File: src/hw/eag_consts.vh
// Purpose: constants for the effective-address generator
// Assumes: 8-bit cpu, 16-bit address bus
// Notes:   mode codes are internal to this block
`ifndef EAG_CONSTS_VH
`define EAG_CONSTS_VH
`define EAG_MODE_W      4
`define EAG_MODE_INH    4'h0
`define EAG_MODE_IMM    4'h1
`define EAG_MODE_DIR    4'h2
`define EAG_MODE_EXT    4'h3
`define EAG_MODE_IX     4'h4
`define EAG_MODE_IX1    4'h5
`define EAG_MODE_IX2    4'h6
`define EAG_MODE_REL    4'h7
`define EAG_MODE_BSC    4'h8
`define EAG_MODE_BTB    4'h9
`define EAG_MODE_BAD    4'hf
`define EAG_LEN_1       2'h1
`define EAG_LEN_2       2'h2
`define EAG_LEN_3       2'h3
`define EAG_OP_STOP     8'h8e
`define EAG_OP_NOP      8'h9d
`define EAG_ZERO_BYTE   8'h00
`define EAG_ZERO_ADDR   16'h0000
`define EAG_ST_IDLE     2'h0
`define EAG_ST_OP1      2'h1
`define EAG_ST_OP2      2'h2
`define EAG_ST_DONE     2'h3
`endif

File: src/hw/eag_top.v
// Purpose: effective address and next pc for one instruction
// Assumes: caller presents opcode then operand bytes with strobes
// Notes:   one instruction in flight; all outputs registered
`include "eag_consts.vh"
// Behaviour
// RL1: ten addressing modes, one per opcode
// RL2: address is where operand read or written
// RL3: inherent is one byte, no operands
// RL4: immediate address pc+1, pc advances two
// RL5: direct zero high byte, operand low
// RL6: extended first byte high, second low
// RL7: indexed no offset uses x, pc+1
// RL8: 8-bit offset x+byte, carry high
// RL9: 16-bit offset adds carry to high
// RL10: relative branch adds signed byte to pc+2
// RL11: bit-test copies tested bit to carry
// RL12: stop runs as nop, mask unchanged
// RL13: address combinational, pc updated after fetch; effective_address is registered with next_pc_out
module eag_top (
    input  wire        clk,
    input  wire        rstn,
    input  wire        ce,
    input  wire        op_valid,
    input  wire [7:0]  opcode,
    input  wire [15:0] pc,
    input  wire [7:0]  index_x,
    input  wire        byte_valid,
    input  wire [7:0]  operand_byte,
    input  wire        branch_cond,
    input  wire        mem_bit_valid,
    input  wire        mem_bit,
    output reg  [15:0] effective_address,
    output reg         ea_valid,
    output reg  [15:0] next_pc_out,
    output reg         done,
    output reg  [3:0]  mode_out,
    output reg         is_nop,
    output reg         carry_load,
    output reg         carry_value
);
    // ------------------------------------------------------------
    // decode
    // ------------------------------------------------------------
    wire [`EAG_MODE_W-1:0] dec_mode;
    wire [1:0]             dec_len;
    wire                   dec_stop;
    eag_mode_decode u_dec (
        .opcode      (opcode),
        .mode        (dec_mode),
        .len         (dec_len),
        .stop_as_nop (dec_stop)
    );
    // ------------------------------------------------------------
    // state
    // ------------------------------------------------------------
    reg [1:0]  state;
    reg [3:0]  mode;
    reg [1:0]  len;
    reg [15:0] op_pc;
    reg [7:0]  b1;
    reg [7:0]  b2;
    reg [7:0]  xr;
    reg        cond;
    reg [1:0]  next_state;
    // ------------------------------------------------------------
    // address arithmetic
    // ------------------------------------------------------------
    function [15:0] calc_ea;
        input [3:0]  m;
        input [15:0] p;
        input [7:0]  a;
        input [7:0]  b;
        input [7:0]  x;
        reg   [8:0]  s;
        begin
            s = {1'b0, x} + {1'b0, (m == `EAG_MODE_IX2) ? b : a};
            case (m)
                `EAG_MODE_IMM: calc_ea = p + 16'h0001;                        // RL4
                `EAG_MODE_DIR,
                `EAG_MODE_BSC,
                `EAG_MODE_BTB: calc_ea = {`EAG_ZERO_BYTE, a};                 // RL5
                `EAG_MODE_EXT: calc_ea = {a, b};                              // RL6
                `EAG_MODE_IX:  calc_ea = {`EAG_ZERO_BYTE, x};                 // RL7
                `EAG_MODE_IX1: calc_ea = {7'h00, s};                          // RL8
                `EAG_MODE_IX2: calc_ea = {a + {7'h00, s[8]}, s[7:0]};         // RL9
                `EAG_MODE_REL: calc_ea = p + 16'h0002 + {{8{a[7]}}, a};       // RL10
                default:       calc_ea = `EAG_ZERO_ADDR;                      // RL3
            endcase
        end
    endfunction
    wire [15:0] ea_now = calc_ea(mode, op_pc, b1, b2, xr); // RL2 RL13
    wire [15:0] seq_pc = op_pc + {14'h0000, len};
    wire        branch_mode = (mode == `EAG_MODE_REL) || (mode == `EAG_MODE_BTB);
    wire [15:0] btb_tgt = op_pc + 16'h0003 + {{8{b2[7]}}, b2};
    wire [15:0] tgt = (mode == `EAG_MODE_BTB) ? btb_tgt : ea_now;
    // ------------------------------------------------------------
    // sequencer
    // ------------------------------------------------------------
    always @* begin
        next_state = state;
        case (state)
            `EAG_ST_IDLE: if (op_valid) next_state = (dec_len == `EAG_LEN_1) ? `EAG_ST_DONE : `EAG_ST_OP1;
            `EAG_ST_OP1:  if (byte_valid) next_state = (len == `EAG_LEN_3) ? `EAG_ST_OP2 : `EAG_ST_DONE;
            `EAG_ST_OP2:  if (byte_valid && (mode != `EAG_MODE_BTB || mem_bit_valid)) next_state = `EAG_ST_DONE;
            `EAG_ST_DONE: next_state = `EAG_ST_IDLE;
            default:      next_state = `EAG_ST_IDLE;
        endcase
    end
    always @(posedge clk or negedge rstn) begin
        if (!rstn) begin
            state <= `EAG_ST_IDLE;
            mode <= `EAG_MODE_INH;
            len <= `EAG_LEN_1;
            op_pc <= `EAG_ZERO_ADDR;
            b1 <= `EAG_ZERO_BYTE;
            b2 <= `EAG_ZERO_BYTE;
            xr <= `EAG_ZERO_BYTE;
            cond <= 1'b0;
            effective_address <= `EAG_ZERO_ADDR;
            ea_valid <= 1'b0;
            next_pc_out <= `EAG_ZERO_ADDR;
            done <= 1'b0;
            mode_out <= `EAG_MODE_INH;
            is_nop <= 1'b0;
            carry_load <= 1'b0;
            carry_value <= 1'b0;
        end else if (ce) begin
            state <= next_state;
            ea_valid <= 1'b0;
            done <= 1'b0;
            carry_load <= 1'b0;
            case (state)
                `EAG_ST_IDLE: if (op_valid) begin
                    mode <= dec_mode;
                    len <= dec_len;
                    op_pc <= pc;
                    xr <= index_x;
                    b1 <= `EAG_ZERO_BYTE;
                    b2 <= `EAG_ZERO_BYTE;
                    cond <= ~opcode[0];
                    is_nop <= dec_stop || (opcode == `EAG_OP_NOP); // RL12
                    mode_out <= dec_mode;
                end
                `EAG_ST_OP1: if (byte_valid) b1 <= operand_byte;
                `EAG_ST_OP2: if (byte_valid) begin
                    b2 <= operand_byte;
                    if (mode == `EAG_MODE_BTB && mem_bit_valid) begin
                        carry_load <= 1'b1;                      // RL11
                        carry_value <= mem_bit;                  // RL11
                        cond <= (cond == mem_bit);
                    end
                end
                `EAG_ST_DONE: begin
                    effective_address <= ea_now;                 // RL13
                    ea_valid <= (mode != `EAG_MODE_INH) && !branch_mode;
                    done <= 1'b1;
                    if (branch_mode && ((mode == `EAG_MODE_REL) ? branch_cond : cond)) begin
                        next_pc_out <= tgt;                      // RL10
                    end else begin
                        next_pc_out <= seq_pc;                   // RL4 RL6 RL7 RL8 RL9 RL13
                    end
                    if (mode == `EAG_MODE_BTB) begin
                        effective_address <= {`EAG_ZERO_BYTE, b1};
                    end
                end
                default: ;
            endcase
        end
    end
endmodule // eag_top

File: src/hw/eag_mode_decode.v
// Purpose: opcode to addressing mode and length
// Assumes: opcode map column layout by high nibble
// Notes:   combinational only
`include "eag_consts.vh"
module eag_mode_decode (
    input  wire [7:0]             opcode,
    output reg  [`EAG_MODE_W-1:0] mode,
    output reg  [1:0]             len,
    output wire                   stop_as_nop
);
    assign stop_as_nop = (opcode == `EAG_OP_STOP); // RL12
    always @* begin
        case (opcode[7:4]) // RL1
            4'h0: begin mode = `EAG_MODE_BTB; len = `EAG_LEN_3; end
            4'h1: begin mode = `EAG_MODE_BSC; len = `EAG_LEN_2; end
            4'h2: begin mode = `EAG_MODE_REL; len = `EAG_LEN_2; end
            4'h3: begin mode = `EAG_MODE_DIR; len = `EAG_LEN_2; end
            4'h6: begin mode = `EAG_MODE_IX1; len = `EAG_LEN_2; end
            4'h7: begin mode = `EAG_MODE_IX;  len = `EAG_LEN_1; end
            4'ha: begin mode = `EAG_MODE_IMM; len = `EAG_LEN_2; end
            4'hb: begin mode = `EAG_MODE_DIR; len = `EAG_LEN_2; end
            4'hc: begin mode = `EAG_MODE_EXT; len = `EAG_LEN_3; end
            4'hd: begin mode = `EAG_MODE_IX2; len = `EAG_LEN_3; end
            4'he: begin mode = `EAG_MODE_IX1; len = `EAG_LEN_2; end
            4'hf: begin mode = `EAG_MODE_IX;  len = `EAG_LEN_1; end
            default: begin mode = `EAG_MODE_INH; len = `EAG_LEN_1; end // RL3
        endcase
        if (opcode[7:4] == 4'ha && opcode[3:0] == 4'hd) begin
            mode = `EAG_MODE_REL;
        end
    end
endmodule // eag_mode_decode

File: config.mk
export PLATFORM = sky130hd
export DESIGN_NAME = eag_top
export DESIGN_NICKNAME = d
export VERILOG_FILES = /design/src/hw/eag_top.v /design/src/hw/eag_mode_decode.v
export VERILOG_INCLUDE_DIRS = /design/src /design/src/hw
export SDC_FILE = /design/constraint.sdc
export NUM_CORES = 1
export LEC_CHECK = 0
export ABC_AREA = 1
export BUFFER_PORTS_ARGS = -buffer_cell sky130_fd_sc_hd__buf_2
export CAP_MARGIN = 20
export CORE_UTILIZATION = 30
export CTS_CLUSTER_DIAMETER = 60
export DETAILED_ROUTE_END_ITERATION = 12
export PLACE_DENSITY = 0.45
export SYNTH_ARGS = -nofsm -noshare
export SYNTH_HDL_FRONTEND = slang
export SYNTH_SLANG_ARGS = --single-unit
File: constraint.sdc
create_clock -name clk -period 4.3 [get_ports clk]
set_input_delay 0.43 -clock clk [delete_from_list [all_inputs] [get_ports clk]]
set_output_delay 0.43 -clock clk [all_outputs]
set_load 0.01 [all_outputs]
== Yosys cells after proc, flatten, opt, wreduce, memory -nomap -nowiden ==
Memory sizes are Yosys's and may differ from the RTL's.
Cells that the tools add are included.
Operators by class
  add/sub/neg operators: 8
  multipliers: 0
  div/mod/pow operators: 0
  order comparisons: 0
  equal/unequal tests: 25
  shifts and indexed selects: 0
  multiplexer cells: 26
  bitwise operators: 1
  reductions and logical operators: 21
Operators by type and width (number)
  $pmux 16 s7: 1
  $mux 16: 3
  $add 16x16->16: 2
  $add 16x2->16 const B: 2
  $pmux 8 s2: 2
  $mux 8: 3
  $add 16x1->16 const B: 1
  $add 16x2->16: 1
  $eq 4x3->1 const B: 4
  $eq 4x4->1 const B: 4
  $eq 8x8->1 const B: 2
  $reduce_and 4->1: 4
  $mux 1: 10
  $ne 2x2->1 const B: 5
  $add 8x8->9: 1
  $add 8x1->8: 1
  $eq 4x2->1 const B: 2
  $mux 2: 4
  $pmux 2 s4: 1
  $eq 2x2->1 const B: 3
  $logic_and 1x1->1: 5
  $reduce_and 5->1: 1
  $eq 2x1->1 const B: 2
  $eq 4x1->1 const B: 1
  13 further kinds: 16
Word-level totals
  flip-flop bits (word level): 86
  latch bits: 0
  RAM bits: 0
  ROM bits: 96
  input port bits: 48
  output and inout port bits: 41
  logic and storage cells: 97
  memories kept: 1
Memories
  (no name shown): depth 16, bits a word 6, rd ports 1, clocked after memory_dff 0, wr ports 0, line eag_mode_decode.v:13  | case (opcode[7:4])

== Logic depth before layout (Yosys ltp) ==
Gate-level depths: netlist (run 1).
  depth after elaboration: 7
  depth in mapped cells: 25

== Modules after synthesis ==
A second synthesis (run 1) with hierarchy kept.
Unflattened totals
  cell total of the unflattened synthesis: 1191
  area, all modules: 7697.4 sq um
By module, submodules not included
  eag_top: instances 1, cells an instance 1157, area an instance 7556.0 sq um
  eag_mode_decode: instances 1, cells an instance 34, area an instance 141.4 sq um

== Least setup slack after synthesis (run 1) ==
Ideal clock, no wire load.
  path type: register to register
  from: register mode[1]
  to: register next_pc_out[10]
  setup time: 0.122 ns
  arrival time: 3.151 ns
  required time: 4.178 ns
  slack: 1.026 ns
  stages on the path, launching flop included: 21
  cell sequence: dfrtp_1 > inv_1 > nor2_1 > nand2_4 > clkbuf_1 > o21ai_0 > ha_1 > fa_1 > nand3_1 > nand2_1 > nand4_1 > nand3_1 > ha_1 > ha_1 > or2_2 > a31oi_1 > o21ai_0 > inv_1 > nand3_1 > nand2_1 > a21oi_1
Between the ends
  cells in the longest elaborated chain, start to end: 7
  elaborated cells between the ends (all ways): 19
  classes of those cells: 2 x add/sub; 9 x eq/ne; 5 x mux; 3 x reduce/logical
Ends and longest elaborated chain
  from (decl): line eag_top.v:57  | reg [3:0] mode;
  from (signal assigned): line eag_top.v:112  | mode <= `EAG_MODE_INH;
  from (signal assigned): line eag_top.v:134  | mode <= dec_mode;
  $eq 4x3->1: line eag_top.v:77  | case (m)
  $mux 8: line eag_top.v:76  | s = {1'b0, x} + {1'b0, (m == `EAG_MODE_IX2) ? b : a};
  $add 8x8->9: line eag_top.v:76
  $add 8x1->8: line eag_top.v:85  | `EAG_MODE_IX2: calc_ea = {a + {7'h00, s[8]}, s[7:0]};
  $pmux 16 s7: line eag_top.v:77
  $mux 16: line eag_top.v:95  | wire [15:0] tgt = (mode == `EAG_MODE_BTB) ? btb_tgt : ea_now;
  $mux 16 (*): line eag_top.v:157  | if (branch_mode && ((mode == `EAG_MODE_REL) ? branch_cond : cond)) begin
  to (signal assigned): line eag_top.v:121  | next_pc_out <= `EAG_ZERO_ADDR;
  to (signal assigned): line eag_top.v:158  | next_pc_out <= tgt;
  to (signal assigned): line eag_top.v:160  | next_pc_out <= seq_pc;
  to (decl): line eag_top.v:34  | output reg [15:0] next_pc_out,
Every way passes the cells marked *; elsewhere a longest branch is shown, timed or not.
A chain may end at the register's enable or synchronous reset.

== Final worst setup path (run 1) ==
  from: register mode[1]
  to: register next_pc_out[14]
Same word-level chain as after synthesis.

==> impl_metrics.json, run 1 <==
{
  "yosysWarnings": 0,
  "cap_violations": 0,
  "worst_pin_slew_ps": 940,
  "cpMostUsedCell": "nand2_1",
  "grt_pass1_wl_um": 42400,
  "max_freq_mhz": 285,
  "port_buffers": 88,
  "critPathMaxFanout": 17,
  "startpoint_type": "flop",
  "max_slew_margin": 0.373,
  "holdBufCountCts": 0,
  "cts_tree": "yes",
  "rsz0062_at_grt": "false",
  "gp_congestion": 0.853,
  "maxSlewViolCount": 0,
  "dp_hpwl_um": 21500,
  "die-area_mm2": 0.0262,
  "grtUsageTotal": 0.213,
  "synth_fp_nets": 1291,
  "final_cell_mix": "nand2_1 (373), inv_1 (154), nand3_1 (117)",
  "fin_nets": 1372,
  "fillerInstances": 2817,
  "cp_slowest_cell": "dfrtp_1",
  "ys_seq_area_frac": 0.281,
  "p_per_area_mw_per_mm2": 768,
  "syn_avg_cell_area_um2": 6.58,
  "async_flop_share": 1.00,
  "drc": 0,
  "antenna_found_initial": 0,
  "worst-setup-path-type": "flop to flop",
  "outcome": "completed",
  "final_common_cell": "nand2_1",
  "drt_iter0_markers": 470,
  "synth_area_mm2": 0.00766,
  "die_h_um": 162,
  "via_per_inst": 4.88,
  "hold_violations": 0,
  "clock_sinks": 86,
  "required_ps": 4540,
  "fin_crit_ps": 3510,
  "synth_edf_count": 0,
  "period_share": 0.815,
  "ff2ff_setup_slack_ps": 790,
  "clock_path_buffers": 2,
  "diodes": 0,
  "post_cts_resized": 0,
  "numCtsBuffers": 9,
  "die_w_um": 162,
  "finish.utilization": 0.347,
  "vias": 7709,
  "slowest_delay_ps": 400,
  "cp-end-kind": "flop",
  "num_rows": 58,
  "finalSetupViolCount": 0,
  "dr.pass1.iters": 5,
  "hold_class": "input pin to async pin",
  "grt_overflow": 0,
  "grt_max_degree": 63,
  "power.leakage_nw": 4.66,
  "clock_latency_ps": 360,
  "path_cells": "inv_1 > nor2_1 > nand2_4 > o21ai_0 > ha_1 > fa_1 > nand3_1 > nand2_1 > nand4_1 > nand3_1 > ha_1 > ha_1 > nand3_1 > nor2_1 > nand3_1 > nand2_1 > o21ai_0 > nand2_1 > nand2_1 > inv_1 > nand4_1 > nand2_1 > nand2_1",
  "register_area_mm2": 0.00215,
  "cts_max_level": 3,
  "clk_pin_slew_ps": 80,
  "drt_wl_total_um": 27000,
  "ys.flop_type": "dfrtp_1",
  "peakVddDrop_uv": 311,
  "ys_ff_latch": 86,
  "syn_inst": 1163,
  "ios": 89,
  "core_area_mm2": 0.0251,
  "area_growth_pct": 13.9,
  "postCtsSetupBuffers": 0,
  "synth_cell_type_count": 47,
  "worstPathArrival_ps": 3750,
  "drtAntennaViolNets": 0,
  "cts_root_buf": "clkbuf_16",
  "drive_gt1_frac": 0.110,
  "start_util": 0.305,
  "fin_setup_tns_ps": 0,
  "multiInputGateArea_mm2": 0.00479,
  "finClkSkew_ps": 14.4,
  "wl_per_cell_um": 17.1,
  "report.power.total_mw": 6.70,
  "first_global_vias": 7529
}
## registers in the layout (all words and copies together), names as in the netlist
register	cells
effective_address	16
next_pc_out	16
op_pc	16
b1	8
b2	8
xr	8
mode	4
len	2
state	2
carry_load	1
carry_value	1
cond	1
done	1
ea_valid	1
is_nop	1
## layer usage
| layer | vias to the layer above | wire length [um] | global-route usage |
|---|---|---|---|
| li1 | 3948 | - | - |
| met1 | 3554 | 13000 | 0.295 |
| met2 | 188 | 12500 | 0.351 |
| met3 | 19 | 1140 | 0.0258 |
| met4 | 0 | 339 | 0.0476 |
| met5 | - | 0 | 0 |
## worst max-delay path, delay by kind of cell (launching register included)
kind	cells	cell delay [ps]
simple gates	15	1660
fa+ha+maj	4	870
flops	1	400
compound gates	2	270
buf+inv	2	160
## final timing paths
kind	from	to	cells past startpoint
worst max-delay path	mode[1]$_DFFE_PN0P_	next_pc_out[14]$_DFFE_PN0P_	23
worst min-delay path	rstn	op_pc[9]$_DFFE_PN0P_	1
worst max register to register	mode[1]$_DFFE_PN0P_	next_pc_out[14]$_DFFE_PN0P_	23
worst min register to register	done$_DFFE_PN0P_	done$_DFFE_PN0P_	2
max in group asynchronous	rstn	next_pc_out[5]$_DFFE_PN0P_	2
min in group clk	index_x[2]	xr[2]$_DFFE_PN0P_	3
## area by class of cell
type,instances,share of cell area
timing repair buffer,93,0.0551
sequential,86,0.247
inverter,161,0.0696
clock inverter,7,0.00631
multi-input combinational,893,0.549
tap,330,0.0473
clock buffer,9,0.0258
## Yosys cell counts, types with 2 or more instances
master | n | area, um^2
nor3_1 | 7 | 35.0
nand3b_1 | 4 | 30.0
buf_4 | 3 | 22.5
a21oi_1 | 54 | 270
inv_1 | 154 | 578
o211ai_1 | 6 | 45.0
nand2_4 | 2 | 22.5
clkbuf_1 | 10 | 37.5
nor2_2 | 5 | 31.3
o21ai_0 | 79 | 395
nor2_1 | 87 | 327
a31oi_1 | 8 | 50.1
a41oi_1 | 2 | 17.5
nand4_1 | 17 | 106
nand2_1 | 373 | 1400
a21o_1 | 2 | 15.0
nor2_4 | 4 | 45.0
or2_2 | 5 | 31.3
and2_1 | 2 | 12.5
xor2_1 | 14 | 123
inv_2 | 5 | 18.8
dfrtp_1 | 85 | 2130
fa_1 | 4 | 80.1
o22ai_1 | 3 | 18.8
xnor2_1 | 6 | 52.6
ha_1 | 76 | 951
a22o_1 | 2 | 17.5
nand3_1 | 117 | 586
o21ai_1 | 2 | 10.0
a22oi_1 | 2 | 15.0
buf_2 | 7 | 35.0
## power by group
part	leakage (nW)	internal, mW	switching, mW	total, mW
combinational	3.44	1.48	2.73	4.21
sequential	1.08	1.17	0.523	1.70
clock	0.144	0.402	0.390	0.793
## stage by stage
stage	area (um^2)	cells	hold slack [ps]	setup slack, ps
floorplan	7660	1163	134	1030
global placement	8440	1563	456	878
detailed placement	8440	1563	462	852
CTS	8720	1579	244	824
global route	8720	1579	255	372
finish	8720	1579	179	794
## cells by family (layout without fill, tap and decap cells)
group / after synthesis / count (layout) / synth area share
AOI/OAI and AO/OA: 166 / 166 / 0.119
xor gates and xnor gates: 20 / 20 / 0.0229
adders and majority gates: 80 / 80 / 0.135
buffers and inverters: 184 / 270 / 0.0943
DFF: 86 / 86 / 0.281
muxes: 1 / 1 / 0.00147
and+or+nand+nor: 626 / 626 / 0.346
Power figures use the tool's default switching activity.
==> run 2: changes to the inputs <==
clock period = 3.28 ns   (was 4.3 ns; I/O delays follow)
==> run 2 against run 1 <==
Worst hold slack got worse by 140 ps. Setup slack got worse by 580 ps. Wire length increased by 2.5%. Critical path type unchanged. Critical endpoint is now next_pc_out[10]$_DFFE_PN0P_. Largest power group unchanged.
==> impl_metrics.json, run 2 (synthesis gave the netlist of run 1 again) <==
{
  "r2r_end": "next_pc_out[10]$_DFFE_PN0P_",
  "start_util": 0.305,
  "startpoint_type": "flop",
  "cts_tree": "yes",
  "area_growth_pct": 16.5,
  "p_per_area_mw_per_mm2": 1010,
  "crit_family": "simple AND/OR/NAND/NOR gates",
  "antenna_found_initial": 0,
  "drt_iter0_markers": 483,
  "fin_nets": 1389,
  "grt_pass1_wl_um": 42900,
  "layout.cells.non_filler": 1596,
  "via_per_inst": 4.92,
  "maxSlewViolCount": 0,
  "peakVddDrop_uv": 356,
  "num_rows": 58,
  "final_area_mm2": 0.00892,
  "die_w_um": 162,
  "clock_sinks": 86,
  "finish.utilization": 0.355,
  "hold_class": "input pin to async pin",
  "cap_violations": 0,
  "max_freq_mhz": 326,
  "drive_gt1_frac": 0.129,
  "clock_path_buffers": 2,
  "met3_usage": 0.0363,
  "outcome": "completed",
  "final_common_cell": "nand2_1",
  "worst-setup-path-type": "flop to flop",
  "die_h_um": 162,
  "required_ps": 3540,
  "core_area_mm2": 0.0251,
  "period_share": 0.935,
  "grt_max_degree": 54,
  "dr.pass1.iters": 5,
  "report.power.total_mw": 9.05,
  "vias": 7850,
  "final_cell_mix": "nand2_1 (372), inv_1 (154), nand3_1 (115)",
  "worst_pin_slew_ps": 813,
  "ios": 89,
  "worstPathArrival_ps": 3320,
  "rr_worst_depth": 21,
  "timing.rr.start": "mode[3]$_DFFE_PN0P_",
  "grtUsageTotal": 0.217,
  "grt_use_met2": 0.360,
  "path_cells": "inv_2 > nand2_4 > inv_1 > nand2_4 > nand2_1 > o21ai_0 > ha_1 > fa_2 > nand3_1 > nand2_2 > nand4_1 > nand3_2 > ha_4 > ha_4 > or2_2 > a31oi_1 > o21ai_0 > inv_1 > nand3_1 > nand2_1 > a21oi_1",
  "drt_wl_total_um": 27600,
  "diodes": 0,
  "clk_pin_slew_ps": 80,
  "grt_overflow": 0,
  "hold_violations": 0,
  "die-area_mm2": 0.0262,
  "numCtsBuffers": 9,
  "hold_ws_ps": 43.4,
  "cts_root_buf": "clkbuf_16",
  "critical_path_buf_inv_count": 3,
  "finClkSkew_ps": 11.3,
  "cts_max_level": 3,
  "fin_crit_ps": 3070,
  "finalSetupViolCount": 0,
  "top_usage_layer": "met2",
  "top_regs": "effective_address x16, next_pc_out x16, op_pc x16",
  "wl_per_cell_um": 17.3,
  "slowest_delay_ps": 390,
  "first_global_vias": 7497,
  "clock_latency_ps": 370,
  "gp_congestion": 0.862,
  "cp-end-kind": "flop",
  "drtAntennaViolNets": 0,
  "ff2ff_setup_slack_ps": 210,
  "met1_usage": 0.291,
  "fillerInstances": 2859,
  "crit_start": "mode[3]$_DFFE_PN0P_",
  "power.leakage_nw": 4.76,
  "placed_cell_area_mm2": 0.00859,
  "cp_slowest_cell": "dfrtp_1",
  "port_buffers": 88,
  "drc": 0,
  "max_slew_margin": 0.458,
  "dp_cells": 1579,
  "critPathMaxFanout": 5,
  "dp_hpwl_um": 21700
}
[run 2: area by class of cell]
cell class | count | area (um^2) | area share
Clock buffer | 9 | 225 | 0.0252
Multi-Input combinational cell | 893 | 4830 | 0.542
Sequential cell | 86 | 2150 | 0.241
Tap cell | 330 | 413 | 0.0463
Timing Repair Buffer | 110 | 633 | 0.0710
Inverter | 161 | 607 | 0.0680
Clock inverter | 7 | 55.1 | 0.00617
[run 2: repair_timing]
item,4_1_cts,5_1_grt
buffers inserted,0,1
gates resized for setup,0,12
hold buffers,0,0
setup endpoints to repair,0,11
[run 2: report_power, final]
group / internal [mW] / switching (mW)
registers: 1.54 / 0.610
logic: 2.09 / 3.76
clock network: 0.527 / 0.525
[run 2: metrics by stage]
stage	worst slack (ps)	setup TNS, ps
floorplan	6.43	0
global placement	98.8	0
detailed placement	67.5	0
CTS	62.3	0
global route	-5.60	-8.40
finish	214	0
[run 2: how the worst max path moves through the flow]
stage                                       end  cells after the start
floorplan           next_pc_out[10]$_DFFE_PN0P_                     20
global placement    next_pc_out[10]$_DFFE_PN0P_                     19
detailed placement  next_pc_out[10]$_DFFE_PN0P_                     20
CTS                 next_pc_out[10]$_DFFE_PN0P_                     20
global route        next_pc_out[10]$_DFFE_PN0P_                     20
finish              next_pc_out[10]$_DFFE_PN0P_                     21
[run 2: metal layers]
| metal | part of all wire | routed length (um) | up-vias |
|---|---|---|---|
| met5 | 0 | 0 | - |
| met4 | 0.018 | 508 | 0 |
| met3 | 0.043 | 1200 | 25 |
| met2 | 0.47 | 12900 | 207 |
| met1 | 0.47 | 13000 | 3627 |
| li1 | - | - | 3991 |
==> run 3: changes to the inputs <==
CORE_UTILIZATION = 60   (was 30)
CTS_CLUSTER_SIZE = 10   (was default)
PLACE_DENSITY = 0.8   (was 0.45)
==> run 3 against run 2 <==
Worst hold slack better by 16 ps. Global-route usage is 15 points higher. Final cell count is 10% lower. Via count is 3.5% higher. Sequential share of layout area is 0.56 points higher. Count of clock-buffer cells in the layout is 1 higher. Sequential power is 2% lower. First-iteration DRC count is 46% higher. Critical path type unchanged. Critical endpoint is now next_pc_out[12]$_DFFE_PN0P_. Highest routed layer unchanged.
==> impl_metrics.json, run 3 (synthesis gave the netlist of run 1 again) <==
{
  "clock_sinks": 86,
  "report.power.total_mw": 9.02,
  "switching_power_mw": 4.70,
  "crit_start": "mode[3]$_DFFE_PN0P_",
  "area_growth_pct": 13.9,
  "outcome": "completed",
  "port_buffers": 88,
  "combPwrFrac": 0.640,
  "start_util": 0.627,
  "cts_tree": "yes",
  "p_int_mw": 4.31,
  "antenna_found_initial": 0,
  "fillerInstances": 1139,
  "grt_pass1_wl_um": 36700,
  "clk_pin_slew_ps": 70,
  "startpoint_type": "flop",
  "period_share": 0.944,
  "critPathMaxFanout": 11,
  "timing.rr.start": "mode[3]$_DFFE_PN0P_",
  "cts_max_level": 3,
  "gp_congestion": 0.954,
  "drive_gt1_frac": 0.128,
  "top_regs": "effective_address x16, next_pc_out x16, op_pc x16",
  "drc": 0,
  "via_per_inst": 5.67,
  "cp-end-kind": "flop",
  "grt_max_degree": 62,
  "die_w_um": 115,
  "wl_per_cell_um": 16.0,
  "hold_class": "input pin to async pin",
  "final_cell_mix": "nand2_1 (372), inv_1 (153), nand3_1 (116)",
  "diodes": 0,
  "pwr-share-seq": 0.234,
  "num_rows": 40,
  "fin_crit_ps": 3100,
  "core_area_mm2": 0.0122,
  "hold_violations": 0,
  "die-area_mm2": 0.0132,
  "worst_pin_slew_ps": 802,
  "numCtsBuffers": 9,
  "drtAntennaViolNets": 0,
  "ios": 89,
  "finalSetupViolCount": 0,
  "worst-setup-path-type": "flop to flop",
  "ff2ff_setup_slack_ps": 180,
  "drt_iter0_markers": 703,
  "fin_nets": 1388,
  "dr.pass1.iters": 5,
  "drt_wl_total_um": 22900,
  "clkPwrFrac": 0.126,
  "max_freq_mhz": 323,
  "cap_violations": 0,
  "required_ps": 3530,
  "max_slew_margin": 0.465,
  "cts_root_buf": "clkbuf_16",
  "clock_latency_ps": 360,
  "rr_worst_depth": 22,
  "grt_overflow": 0,
  "p_per_area_mw_per_mm2": 1030,
  "holdBufCountCts": 0,
  "power.leakage_nw": 4.75,
  "hold_ws_ps": 59.2,
  "first_global_vias": 7491,
  "rsz0062_at_grt": "true",
  "vias": 8121,
  "finClkSkew_ps": 7.86,
  "grtUsageTotal": 0.363,
  "dp_hpwl_um": 17800,
  "clock_path_buffers": 2,
  "die_h_um": 115,
  "worstPathArrival_ps": 3350,
  "peakVddDrop_uv": 582,
  "maxSlewViolCount": 0,
  "final_common_cell": "nand2_1",
  "p_sw_frac": 0.522
}
run 3: cell types whose count changed in the layout (fill, tap and decap cells not counted), sizes merged:
cell / change
buf: -1
bufinv: +2
clkbuf: +1
clkinv: -1
clkinvlp: +1
inv: -3
run 3: per-stage QoR:
stage / cells / instance area, um^2 / worst slack, ps / TNS [ps] / utilization
CTS: 1428 / 8640 / 9.95 / 0 / 0.708
global placement: 1412 / 8320 / 57.9 / 0 / 0.681
global route: 1433 / 8720 / -37.4 / -99.3 / 0.714
floorplan: 1163 / 7660 / 6.43 / 0 / -
finish: 1433 / 8720 / 183 / 0 / 0.714
detailed placement: 1412 / 8320 / 18.2 / 0 / 0.681
run 3: final timing paths:
path,endpoint
setup / recovery,next_pc_out[12]$_DFFE_PN0P_
hold / removal,op_pc[12]$_DFFE_PN0P_
setup reg to reg,next_pc_out[12]$_DFFE_PN0P_
hold reg to reg,done$_DFFE_PN0P_
max in group asynchronous,next_pc_out[6]$_DFFE_PN0P_
min in group clk,xr[7]$_DFFE_PN0P_
run 3: cell type report:
cell class	count	area, um^2	share of cell area
Multi-Input combinational cell	893	4820	0.553
Sequential cell	86	2150	0.247
Inverter	161	607	0.0696
Timing Repair Buffer	109	604	0.0693
Clock buffer	10	229	0.0263
Tap cell	168	210	0.0241
Clock inverter	6	93.8	0.0108
run 3: power groups by stage:
| stage | Sequential, mW | Clock [mW] | Combinational, mW |
|---|---|---|---|
| global route | 2.15 | 1.18 | 6.50 |
| floorplan | 2.05 | 0 | 3.91 |
| CTS | 2.08 | 1.14 | 5.59 |
| finish | 2.11 | 1.14 | 5.77 |
| global placement | 2.09 | 0 | 5.43 |
| detailed placement | 2.10 | 0 | 5.54 |
run 3: timing repair:
item	in CTS	in global routing
endpoints found under the setup margin	0	12
gates resized for setup	0	17
buffers inserted	0	5
run 3: critical path: stages, from the launching register on:
cell and delay, ps:
dfrtp_1 390, inv_2 80, nand2_4 70, inv_2 70
nand2_4 70, buf_6 150, nand2_1 50, o21ai_0 100
ha_1 360, a21o_1 160, nand3_1 90, nand3_2 140
ha_4 160, ha_2 180, nand3_1 90, nor2_1 150
inv_1 70, nand3_1 60, o21ai_0 100, a21oi_1 210
nand4_1 110, nand2_1 90, nand2_1 50
run 3: routing by layer:
| metal | part of all wire | track usage | wire [um] |
|---|---|---|---|
| met1 | 0.43 | 0.457 | 9760 |
| met2 | 0.45 | 0.583 | 10200 |
| met3 | 0.064 | 0.0538 | 1460 |
| met4 | 0.064 | 0.236 | 1470 |
| met5 | 0 | 0 | 0 |
